[src/hdl/dlsa_pkg.sv]
// holds the register map, field positions and reset values of the
// system access registers; assumes an 8-bit link address space
package dlsa_pkg;
  // ----------------------------------------------------------------
  // register offsets
  // ----------------------------------------------------------------
  localparam logic [7:0] OFS_RESET_REQUEST = 8'h08;
  localparam logic [7:0] OFS_SYSTEM_CONTROL = 8'h0a;
  localparam logic [7:0] OFS_SYSTEM_STATUS = 8'h0b;
  localparam logic [7:0] OFS_CHECKSUM_STATE = 8'h0c;

  // ----------------------------------------------------------------
  // field positions
  // ----------------------------------------------------------------
  localparam int CTRL_CLOCK_REQUEST_BIT = 0;
  localparam int CTRL_USER_ROW_DONE_BIT = 1;
  localparam int STAT_LOCKED_BIT = 0;
  localparam int STAT_UROW_READY_BIT = 2;
  localparam int STAT_NVM_READY_BIT = 3;
  localparam int STAT_SLEEPING_BIT = 4;
  localparam int STAT_RESET_ACTIVE_BIT = 5;
  localparam int RSTREQ_ACTIVE_BIT = 0;

  // ----------------------------------------------------------------
  // reset values and codes
  // ----------------------------------------------------------------
  localparam logic [7:0] SYSTEM_CONTROL_RESET = 8'h00;
  localparam logic [7:0] SYSTEM_STATUS_RESET = 8'h01;
  localparam logic [7:0] CHECKSUM_STATE_RESET = 8'h00;
  localparam logic [7:0] RESET_REQUEST_RESET = 8'h00;
  localparam logic [7:0] RESET_SIGNATURE = 8'h59;
  localparam logic [2:0] CRC_OFF = 3'h0;
  localparam logic [2:0] CRC_BUSY = 3'h1;
  localparam logic [2:0] CRC_GOOD = 3'h2;
  localparam logic [2:0] CRC_FAILED = 3'h4;
endpackage

[src/hdl/dlsa_reset_request.sv]
// holds the reset-request register of the system access interface
// assumes write strobes are one-cycle pulses on sys_clk
module dlsa_reset_request (
  // clock and reset
  input wire logic sys_clk,
  input wire logic rst_n,
  // register write
  input wire logic wr_en,
  input wire logic [7:0] wr_data,
  // reset hold towards the system domain
  output logic hold_q
);
  logic hold_d;
  logic sig_match;

  assign sig_match = (wr_data == dlsa_pkg::RESET_SIGNATURE);
  assign hold_d = wr_en ? sig_match : hold_q;

  always_ff @(posedge sys_clk or negedge rst_n) begin
    if (!rst_n) begin
      hold_q <= dlsa_pkg::RESET_REQUEST_RESET[0];
    end else begin
      hold_q <= hold_d;
    end
  end
endmodule

[src/hdl/dlsa_top.sv]
// holds the system control, system status and checksum state
// registers of the system access interface of the debug link;
// assumes the link layer delivers one-cycle read and write strobes
// synchronous to sys_clk and that all status inputs are synchronous

// Summary of operation
// - accepted done write starts user row copy
// - done write ignored without user row key
// - clock request bit follows host writes
// - link disable clears clock request
// - link enable sets clock request
// - reset active shows system reset
// - reading status clears reset active
// - reset request register sets reset active
// - sleeping bit shows idle or deeper
// - nvm ready shows programming permitted
// - user row ready shows programming permitted
// - locked bit follows lock bits, resets one
// - locked clears after chip erase
// - checksum state is one-hot code, all zero when off
// - signature write holds reset, other releases
module dlsa_top (
  // clock and reset
  input wire logic sys_clk,
  input wire logic rst_n,
  // register access from the link layer
  input wire logic [7:0] reg_addr,
  input wire logic reg_wr,
  input wire logic [7:0] reg_wdata,
  input wire logic reg_rd,
  output logic [7:0] reg_rdata_q,
  output logic reg_rvalid_q,
  // link and key state
  input wire logic link_enabled,
  input wire logic key_user_row_write,
  // system domain state
  input wire logic sys_in_reset,
  input wire logic sys_sleeping,
  input wire logic nvm_program_permit,
  input wire logic user_row_program_permit,
  input wire logic lock_bits_set,
  input wire logic crc_enabled,
  input wire logic crc_busy,
  input wire logic crc_pass,
  // requests to the system domain
  output logic system_clock_request_q,
  output logic user_row_done_q,
  output logic system_reset_hold_q
);
  // ----------------------------------------------------------------
  // decode
  // ----------------------------------------------------------------
  logic link_prev_q;
  logic clk_req_d;
  logic urow_bit_q;
  logic urow_bit_d;
  logic urow_pulse_d;
  logic rst_active_q;
  logic rst_active_d;
  logic sleep_q;
  logic nvm_ready_q;
  logic urow_ready_q;
  logic locked_q;
  logic [2:0] crc_q;
  logic [2:0] crc_d;
  logic [7:0] rd_mux;
  logic [7:0] ctrl_view;
  logic [7:0] stat_view;
  logic wr_ctrl;
  logic wr_rstreq;
  logic rd_stat;
  logic link_rise;
  logic urow_accept;
  logic rst_set;

  assign wr_ctrl = reg_wr && (reg_addr == dlsa_pkg::OFS_SYSTEM_CONTROL);
  assign wr_rstreq = reg_wr && (reg_addr == dlsa_pkg::OFS_RESET_REQUEST);
  assign rd_stat = reg_rd && (reg_addr == dlsa_pkg::OFS_SYSTEM_STATUS);
  assign link_rise = link_enabled && !link_prev_q;

  // ----------------------------------------------------------------
  // system control
  // ----------------------------------------------------------------
  // disable clears request
  assign clk_req_d = !link_enabled ? 1'b0 :
                     link_rise ? 1'b1 :
                     wr_ctrl ? reg_wdata[dlsa_pkg::CTRL_CLOCK_REQUEST_BIT] :
                     system_clock_request_q;

  assign urow_accept = wr_ctrl && key_user_row_write && link_enabled;
  assign urow_pulse_d = urow_accept &&
                        reg_wdata[dlsa_pkg::CTRL_USER_ROW_DONE_BIT];
  assign urow_bit_d = !link_enabled ? 1'b0 :
                      urow_accept ?
                      reg_wdata[dlsa_pkg::CTRL_USER_ROW_DONE_BIT] :
                      urow_bit_q;

  always_ff @(posedge sys_clk or negedge rst_n) begin
    if (!rst_n) begin
      link_prev_q <= 1'b0;
      system_clock_request_q <=
        dlsa_pkg::SYSTEM_CONTROL_RESET[dlsa_pkg::CTRL_CLOCK_REQUEST_BIT];
      urow_bit_q <=
        dlsa_pkg::SYSTEM_CONTROL_RESET[dlsa_pkg::CTRL_USER_ROW_DONE_BIT];
      user_row_done_q <= 1'b0;
    end else begin
      link_prev_q <= link_enabled;
      system_clock_request_q <= clk_req_d;
      urow_bit_q <= urow_bit_d;
      user_row_done_q <= urow_pulse_d;
    end
  end

  // ----------------------------------------------------------------
  // reset request register
  // ----------------------------------------------------------------
  dlsa_reset_request u_reset_request (
    .sys_clk(sys_clk),
    .rst_n(rst_n),
    .wr_en(wr_rstreq),
    .wr_data(reg_wdata),
    .hold_q(system_reset_hold_q)
  );

  // ----------------------------------------------------------------
  // system status and checksum state
  // ----------------------------------------------------------------
  // system reset sets flag
  assign rst_set = sys_in_reset || system_reset_hold_q;
  assign rst_active_d = rst_set ? 1'b1 : (rd_stat ? 1'b0 : rst_active_q);

  assign crc_d = !crc_enabled ? dlsa_pkg::CRC_OFF :
                 crc_busy ? dlsa_pkg::CRC_BUSY :
                 crc_pass ? dlsa_pkg::CRC_GOOD : dlsa_pkg::CRC_FAILED;

  always_ff @(posedge sys_clk or negedge rst_n) begin
    if (!rst_n) begin
      rst_active_q <=
        dlsa_pkg::SYSTEM_STATUS_RESET[dlsa_pkg::STAT_RESET_ACTIVE_BIT];
      sleep_q <= dlsa_pkg::SYSTEM_STATUS_RESET[dlsa_pkg::STAT_SLEEPING_BIT];
      nvm_ready_q <=
        dlsa_pkg::SYSTEM_STATUS_RESET[dlsa_pkg::STAT_NVM_READY_BIT];
      urow_ready_q <=
        dlsa_pkg::SYSTEM_STATUS_RESET[dlsa_pkg::STAT_UROW_READY_BIT];
      locked_q <= dlsa_pkg::SYSTEM_STATUS_RESET[dlsa_pkg::STAT_LOCKED_BIT];
      crc_q <= dlsa_pkg::CHECKSUM_STATE_RESET[2:0];
    end else begin
      rst_active_q <= rst_active_d;
      sleep_q <= sys_sleeping;
      nvm_ready_q <= nvm_program_permit;
      urow_ready_q <= user_row_program_permit;
      locked_q <= lock_bits_set;
      crc_q <= crc_d;
    end
  end

  // ----------------------------------------------------------------
  // read path
  // ----------------------------------------------------------------
  assign ctrl_view = {6'h00, urow_bit_q, system_clock_request_q};
  assign stat_view = {2'h0, rst_active_q, sleep_q, nvm_ready_q,
                      urow_ready_q, 1'b0, locked_q};
  assign rd_mux =
    (reg_addr == dlsa_pkg::OFS_SYSTEM_CONTROL) ? ctrl_view :
    (reg_addr == dlsa_pkg::OFS_SYSTEM_STATUS) ? stat_view :
    (reg_addr == dlsa_pkg::OFS_CHECKSUM_STATE) ? {5'h00, crc_q} :
    (reg_addr == dlsa_pkg::OFS_RESET_REQUEST) ?
      {7'h00, system_reset_hold_q} : 8'h00;

  always_ff @(posedge sys_clk or negedge rst_n) begin
    if (!rst_n) begin
      reg_rdata_q <= 8'h00;
      reg_rvalid_q <= 1'b0;
    end else begin
      reg_rvalid_q <= reg_rd;
      if (reg_rd) begin
        reg_rdata_q <= rd_mux;
      end
    end
  end
endmodule

[config.mk]
export PLATFORM = sky130hd
export DESIGN_NAME = dlsa_top
export DESIGN_NICKNAME = d
export VERILOG_FILES = /design/src/hdl/dlsa_pkg.sv /design/src/hdl/dlsa_reset_request.sv /design/src/hdl/dlsa_top.sv
export SDC_FILE = /design/constraint.sdc
export NUM_CORES = 1
export LEC_CHECK = 0
export BUFFER_PORTS_ARGS = -buffer_cell sky130_fd_sc_hd__clkbuf_2
export CORE_MARGIN = 2
export CORE_UTILIZATION = 39
export DETAILED_ROUTE_END_ITERATION = 10
export PLACE_DENSITY = 0.67
export SYNTH_ARGS = -nofsm -noshare
export SYNTH_HDL_FRONTEND = slang
export SYNTH_SLANG_ARGS = --single-unit
[constraint.sdc]
create_clock -name sys_clk -period 2.3 [get_ports sys_clk]
set_input_delay 0.23 -clock sys_clk [delete_from_list [all_inputs] [get_ports sys_clk]]
set_output_delay 0.23 -clock sys_clk [all_outputs]
set_load 0.02 [all_outputs]
==> results of run 1 <==
==> kinds of logic (layout without fill, tap and decap cells) <==
family                 count (synthesis)  count (layout)  share of synthesized area, %
AND/OR/NAND/NOR                       25              25                          20.8
multiplexers                           3               3                          3.54
AO/OA/AOI/OAI                         12              12                          11.7
flip-flops                            20              20                          59.1
buffers and inverters                  8              51                          4.42
other                                  1               2                         0.442
==> timing repair <==
item                      CTS  global route
buffers inserted            0             0
hold buffers                1             1
hold endpoints to repair   19             1
==> registers in the layout, indices dropped and copies added, names as in the netlist <==
register / flops
user_row_done_q: 1
rst_active_q: 1
locked_q: 1
sleep_q: 1
nvm_ready_q: 1
urow_ready_q: 1
urow_bit_q: 1
u_reset_request.hold_q: 1
link_prev_q: 1
reg_rvalid_q: 1
reg_rdata_q: 6
system_clock_request_q: 1
crc_q: 3
==> power breakdown <==
part / internal (mW) / switching (mW) / total [mW]
clock network: 0.0673 / 0.0944 / 0.162
logic: 0.0358 / 0.0394 / 0.0752
registers: 0.363 / 0.00561 / 0.368
total: 0.466 / 0.139 / 0.605
==> synth_stat cells (all sizes together) <==
| cell | instances |
|---|---|
| and3b | 2 |
| and2 | 1 |
| dfrtp | 19 |
| o31a | 1 |
| nor4b | 1 |
| nor2 | 3 |
| nand4 | 2 |
| nor4bb | 2 |
| inv | 6 |
| a2bb2oi | 2 |
| o311ai | 1 |
| mux2i | 3 |
| o2bb2ai | 1 |
| nor3b | 2 |
| dfstp | 1 |
| conb | 1 |
| nand2 | 6 |
| o21ai | 1 |
| nor2b | 3 |
| a32oi | 1 |
| o32ai | 1 |
| a22o | 3 |
| a31oi | 1 |
| and4 | 1 |
| buf | 2 |
| and3 | 1 |
| nand4b | 1 |
==> per-stage QoR <==
stage | power [mW] | worst slack, ns | util (%) | instances
2_1_floorplan | 0.405 | 1.17 | - | 70
4_1_cts | 0.612 | 1.15 | 55.1 | 139
5_1_grt | 0.642 | 1.10 | 55.6 | 140
3_3_place_gp | 0.447 | 1.01 | 53.3 | 134
6_report | 0.605 | 1.17 | 55.6 | 140
3_5_place_dp | 0.449 | 0.963 | 53.3 | 134
==> layer usage <==
layer  share of wire [%]  vias to the layer above  track usage, %
met5                   0                        -               0
met4                   0                        0            4.05
met3                 5.4                        0            3.87
met2                  51                       20            24.6
met1                  43                      310            18.0
li1                    -                      333               -
==> worst max-delay path by stage <==
stage | depth (start not counted) | startpoint | slack (ns) | to
finish | 1 | u_reset_request.hold_q | 1.17 | system_reset_hold_q
global route | 1 | u_reset_request.hold_q | 1.10 | system_reset_hold_q
CTS | 1 | u_reset_request.hold_q | 1.15 | system_reset_hold_q
detailed placement | 4 | reg_addr[5] | 0.96 | reg_rdata_q[0]
global placement | 4 | reg_addr[5] | 1.01 | system_clock_request_q
floorplan | 3 | reg_addr[5] | 1.17 | system_clock_request_q
==> cell usage in the layout (no fill, tap or decap), types with 2 or more instances in the layout <==
| cell | Yosys | layout |
|---|---|---|
| sky130_fd_sc_hd__a22o_1 | 3 | 3 |
| sky130_fd_sc_hd__and3b_1 | 2 | 2 |
| sky130_fd_sc_hd__dlygate4sd3_1 | 0 | 2 |
| sky130_fd_sc_hd__nor4bb_1 | 2 | 2 |
| sky130_fd_sc_hd__clkbuf_2 | 0 | 39 |
| sky130_fd_sc_hd__conb_1 | 1 | 2 |
| sky130_fd_sc_hd__dfrtp_1 | 19 | 19 |
| sky130_fd_sc_hd__inv_1 | 6 | 6 |
| sky130_fd_sc_hd__nand4_1 | 2 | 2 |
| sky130_fd_sc_hd__nor3b_1 | 2 | 2 |
| sky130_fd_sc_hd__nand2_1 | 5 | 5 |
| sky130_fd_sc_hd__mux2i_1 | 3 | 3 |
| sky130_fd_sc_hd__nor2b_1 | 3 | 3 |
| sky130_fd_sc_hd__a2bb2oi_1 | 2 | 2 |
| sky130_fd_sc_hd__nor2_1 | 3 | 3 |
| sky130_fd_sc_hd__clkbuf_4 | 0 | 3 |
==> cell type report <==
type                       instances  share of cell area, %
clock buffer                       4                   2.36
inverter                           6                   2.02
multi-input combinational         42                   28.1
sequential                        20                   45.1
tap                               27                   3.04
timing repair buffer              41                   19.3
==> summary by stage, run 1 <==
Global routing
The number of antenna violations at the first check in global routing is 0. Entering global routing, the biggest net connects 21 pins. The number of global-route vias before repair is approximately 630. The aggregate global-route resource usage is 14.4%. After global routing the overflow that remains totals 0. The first-pass GRT wire length is approximately 2.8 mm.

Power
The power per unit of standard cell area is 544 mW/mm^2. The worst ir drop on vdd is 366 uV. The leakage power is about 0.59 nW.

Worst hold path
The cell count of the worst hold path is 1. In this run the worst hold path is classified as input pin to flop. The worst hold path terminates at urow_ready_q. The worst hold path startpoint is user_row_program_permit.

Flow run
The max-capacitance violation count is 0.

Synthesis
The sequential-to-total area share from yosys stat is about 59%. The area share of the largest cell type after synthesis is 56.0%. The cell area after synthesis is ~850 sq um. The cell count after synthesis came out at 69. The average instance in the mapped netlist occupies approximately 12 sq um. The number of warnings printed during yosys synthesis is 0. The number of register bits inferred by synthesis is 20.

In the post-synthesis netlist, the biggest area contributors are sky130_fd_sc_hd__dfrtp_1 56%, sky130_fd_sc_hd__mux2i_1 3.5%, sky130_fd_sc_hd__dfstp_2 3.1%, sky130_fd_sc_hd__a22o_1 3.1%, sky130_fd_sc_hd__nor4b_4 2.8%. In this run, distinct cell masters in the synthesized netlist total 28. The cell accounting for the most synthesized area is sky130_fd_sc_hd__dfrtp_1.

STA
Setup repair after global routing left no endpoint under its margin. The post-route setup TNS is 0 ns. Based on the critical path, the design can be clocked at up to about 0.88 GHz. After layout, the worst path uses about half of the clock period. The clock arrives with ~0.0042 ns of skew.

The smallest clock period supported by the final layout is computed as 1.13 ns. The final hold violation count was 0. Setup violations remaining at the end of the flow were counted as 0. The final count of pins violating max slew is 0. The post-route worst hold slack is around 0.041 ns.

Drt
The average wire length per cell after detail routing is between 10 and 15 um. The via total after detailed routing is around 660. Summed over all layers, the routed wires come to 1.61 mm. In the routed design, unresolved DRC markers number 0.

Dividing the detail-routed via count by the number of cells gives 4.74. The first routing iteration left 5 violations. The detail route stage leaves a number of antenna-violating nets equal to 0. The detailed-routing iteration count for the pre-antenna-repair pass is 4.

Placement
The placed instances occupy a cell area of between 0.001 and 0.0015 sq mm. The number of buffer cells added on primary ports is 39. The post-DP HPWL is 1.34 mm. The congestion estimate from routability-driven global placement came to just under 0.8.

Clock tree
The maximum count of clock buffers along a single path is 2. The clock insertion delay at the later pin of the skew report is about 0.28 ns. The clock transition time at the flip-flop clock pins of the worst setup and hold paths is approximately 0.10 ns. TritonCTS built the clock tree. CTS placed an instance of sky130_fd_sc_hd__clkbuf_4 at the clock tree root. The number of clock sinks is 20. The number of gates resized after CTS was 0. The number of buffers added by the clock tree synthesis step is 3. In this run the number of H-tree levels came out at 1.

Critical path
The largest single stage delay on the critical path is 0.42 ns. The worst reg-to-reg path cell count is 3. The largest individual stage delay along the critical path comes from the cell sky130_fd_sc_hd__dfrtp_1. Of all nets on the critical path, the largest fanout is 4.

The critical path in this run is classified as flop to primary output. The element type at the critical path start is a flop. The cell type group with the largest total delay on the critical path is flip-flops. STA classifies the critical path endpoint as a primary output. STA puts the critical path data arrival time at around 0.90 ns. The signal on the critical path passes through clkbuf_2. The endpoint identified for the worst register-to-register timing path is reg_rdata_q[0].

The number of buffers and inverters on the critical path is 1. The required time reported for the critical path endpoint is about 2.1 ns. In this run the critical register-to-register path is launched from u_reset_request.hold_q. The setup check on the worst reg-to-reg path leaves a slack of ~1.3 ns.

Die
The horizontal die dimension is 50.6 um. Measured along the y axis, the die boundary spans a little over 50 um. For this design the top-level I/O count stands at between 40 and 50. For this configuration, the core starts out at a cell density of 42.4%.

The area of the core is approximately 0.0020 sq mm. The row count is 16. The area enclosed by the die boundary is about 0.0026 sq mm.

Cells and area
The diode insertion count for antenna repair is 0. The total of fill cells in the finished design is ~180. The fraction of layout cells with a size suffix above 1 is between 40% and 50%. From synthesis to final layout, the design area changed by 31.1%. The number of nets in the layout is 144. After routing the design area is approximately 0.0011 sq mm. Summing all multi-input logic gate instances after layout gives 313 sq um.

The area taken by flip-flops and latches is about 500 sq um.

Outcome
The run finished with clean final reports.
Note: power is estimated with default switching activity, not from simulation.
==> run 2: changes to the inputs <==
Clock period 2.3 ns to 1.15 ns, I/O delays scaled along.
==> run 2 against run 1 <==
Non-clock buffer count rose by 7. Combinational power is 130% higher. Critical path type unchanged. Cell area rose by 7.2%. Sequential power up 100%. Largest power group unchanged. Die area is the same. Worst setup slack lost 1.0 ns.
==> summary by stage, run 2 (synthesized netlist as in run 1, its figures left out) <==
Die
Once the floorplan was initialized, standard cells occupied 42.4% of the core. The die boundary height is 50.6 um. The boundary pin count is 42. The area enclosed by the die boundary is between 0.002 and 0.003 sq mm.

In this run the core area contains 16 standard-cell rows. From left edge to right edge, the die measures between 50 and 60 um. The area of the core is roughly 0.0020 sq mm.

Critical path
The endpoint arrival time on the critical path is about 0.91 ns. The largest individual stage delay along the critical path comes from the cell sky130_fd_sc_hd__dfrtp_1. Grouping stages by cell kind, the critical path spends the most delay in flip-flops. Counting both buffers and inverters, the worst setup path holds a total of 1. At the worst endpoint, the required time is between 1 and 1.5 ns. In this run the worst path has a maximum fanout of 4. STA classifies the critical path endpoint as a primary output. The worst setup path is of the flop to primary output kind. Walking the worst path, the cells encountered are clkbuf_2. On the worst path, the slowest cell contributes a delay of 0.42 ns. STA classifies the critical path startpoint as a flop.

Cells and area
The largest registers in the layout are reg_rdata_q x6, crc_q x3. In the layout the commonest cells are 39 x sky130_fd_sc_hd__clkbuf_2, 19 x sky130_fd_sc_hd__dfrtp_1, 9 x sky130_fd_sc_hd__dlygate4sd3_1. The number of nets in the layout is approximately 150. The final non-filler cell total is around 150. The area of all placed cells without fillers is approximately 0.0012 sq mm. The register with the most flip-flops in the final layout is reg_rdata_q. The area growth from synthesis to layout is 40.6%. The register with the most flip-flops in the layout has 6 of them. The combined area of the multi-input logic cells is about 310 sq um. The repair_antennas step left the layout with diodes totalling 0. The library cell used most frequently in the layout, excluding fill and tap cells, is sky130_fd_sc_hd__clkbuf_2. Counting the fill cells in the layout gives between 150 and 200. The area taken by flip-flops and latches is 502 sq um.

Cells with a size suffix above 1 make up roughly 40% of the layout.

Clock tree
The maximum count of clock buffers along a single path is 2. The clock transition time at the flip-flop clock pins of the worst setup and hold paths is around 0.11 ns. In this run the number of H-tree levels came out at 1. The number of buffers added by the clock tree synthesis step is 3. The number of resized instances in the post-cts repair step is 0.

In this run the clock root is driven by a sky130_fd_sc_hd__clkbuf_4. CTS saw 20 sinks. The CTS tree is done. The later pin in the worst-skew pair is clocked with a latency of roughly 0.3 ns.

Power
The worst ir drop on vdd is between 700 and 800 uV. For this design the ratio of total power to cell area is around 1100 mW/mm^2. Power comes to roughly 1.3 mW.

The analysis attributes to cell leakage a power of ~0.62 nW.

Global routing
The first global-routing pass estimated between 3 and 4 mm of wire. The number of global-route vias before repair is around 770. For this run the aggregate overflow at the end of global routing stands at 0.

The number of antenna violations at the first check in global routing is 0. The largest net degree at the start of global routing is 21. The aggregate global-route resource usage is 15.9%.

STA
The final hold violation count came to 0. Across the routed clock network, the largest skew measured is ~0.0034 ns. Setup repair after global routing left no endpoint under its margin. The final period utilization is 88.9%. The final setup violation count is 0. For this run, the top clock speed supported by timing is 0.978 GHz. The final count of pins violating max slew is 0.

The clock period minus worst slack is a little over 1 ns. Hold is met by ~0.017 ns.

Drt
The detailed router placed ~720 vias in this run. The detailed-routing iteration count for the pre-antenna-repair pass is 5. The number of violations reported at the end of detailed-routing iteration 0 is 11. In the routed design, unresolved DRC markers number 0.

The post-detailed-routing wire length is 1.75 mm. After detailed routing, the number of vias per cell comes to 4.92. The number of nets still failing antenna checks after routing is 0.

The average wire length per cell after detail routing is 11.9 um.

Outcome
The run finished with clean final reports.

Worst hold path
The path class of the tightest hold or removal check is input pin to flop.

Placement
The placed cell count is approximately 130. The placer congestion estimate is 0.767. After detailed placement, the total cell area comes to roughly 0.0011 sq mm. The post-DP HPWL is between 1 and 1.5 mm.

The count of buffers added on input and output ports is 39.

Flow run
The tool flagged a number of max-cap violations equal to 0.
## run 2: cell count changes in the layout (fill, tap and decap cells not counted), sizes merged
cell / delta
dlygate4sd3: +7
## run 2: worst paths after layout
kind                                             start                   to  slack (ns)  depth (start not counted)
worst max register to register  u_reset_request.hold_q       reg_rdata_q[0]        0.16                          3
max in group asynchronous                        rst_n             locked_q        0.51                          2
worst min-delay path                      sys_in_reset         rst_active_q        0.02                          3
worst min register to register                 sleep_q       reg_rdata_q[4]        0.49                          1
worst max-delay path            u_reset_request.hold_q  system_reset_hold_q        0.13                          1
min in group asynchronous                        rst_n          nvm_ready_q        0.30                          2
## run 2: where the power goes
group	internal, mW	leakage, nW	switching [mW]
Sequential	0.725	0.251	0.0111
Combinational	0.0870	0.353	0.0832
Clock	0.193	0.0210	0.204
Total	1.01	0.625	0.298
## run 2: worst reg2reg max path, cell delays in order (launching register included)
cell	delay (ns)
sky130_fd_sc_hd__dfrtp_1	0.43
sky130_fd_sc_hd__mux2i_1	0.16
sky130_fd_sc_hd__a2bb2oi_1	0.18
sky130_fd_sc_hd__o311ai_1	0.10
## run 2: timing repair
action | 4_1_cts | 5_1_grt
hold endpoints to repair | 26 | 0
hold buffers | 9 | 0
endpoints found under the setup margin | 0 | 0
setup buffers | 0 | 0
## run 2: final cells by class
type,count,share of cell area (%)
flip-flops and latches,20,42.1
multi-input cells,42,26.2
repair buffers,48,23.9
clock buffers,4,3.04
well taps,27,2.83
inverters,6,1.89
## run 2: through the flow
step / utilization (%) / TNS, ns / worst slack [ns]
2_1_floorplan: - / 0 / 0.139
3_3_place_gp: 53.3 / -0.0337 / -0.0337
3_5_place_dp: 53.3 / -0.294 / -0.0769
4_1_cts: 59.6 / 0 / 0.110
5_1_grt: 59.6 / 0 / 0.0699
6_report: 59.6 / 0 / 0.128
## run 2: metal layers
metal	global-route usage (%)	wire, um	vias up
met2	28.9	905	32
met4	7.21	17	0
met3	3.57	100	2
met1	17.6	725	340
li1	-	-	349
met5	0	0	-
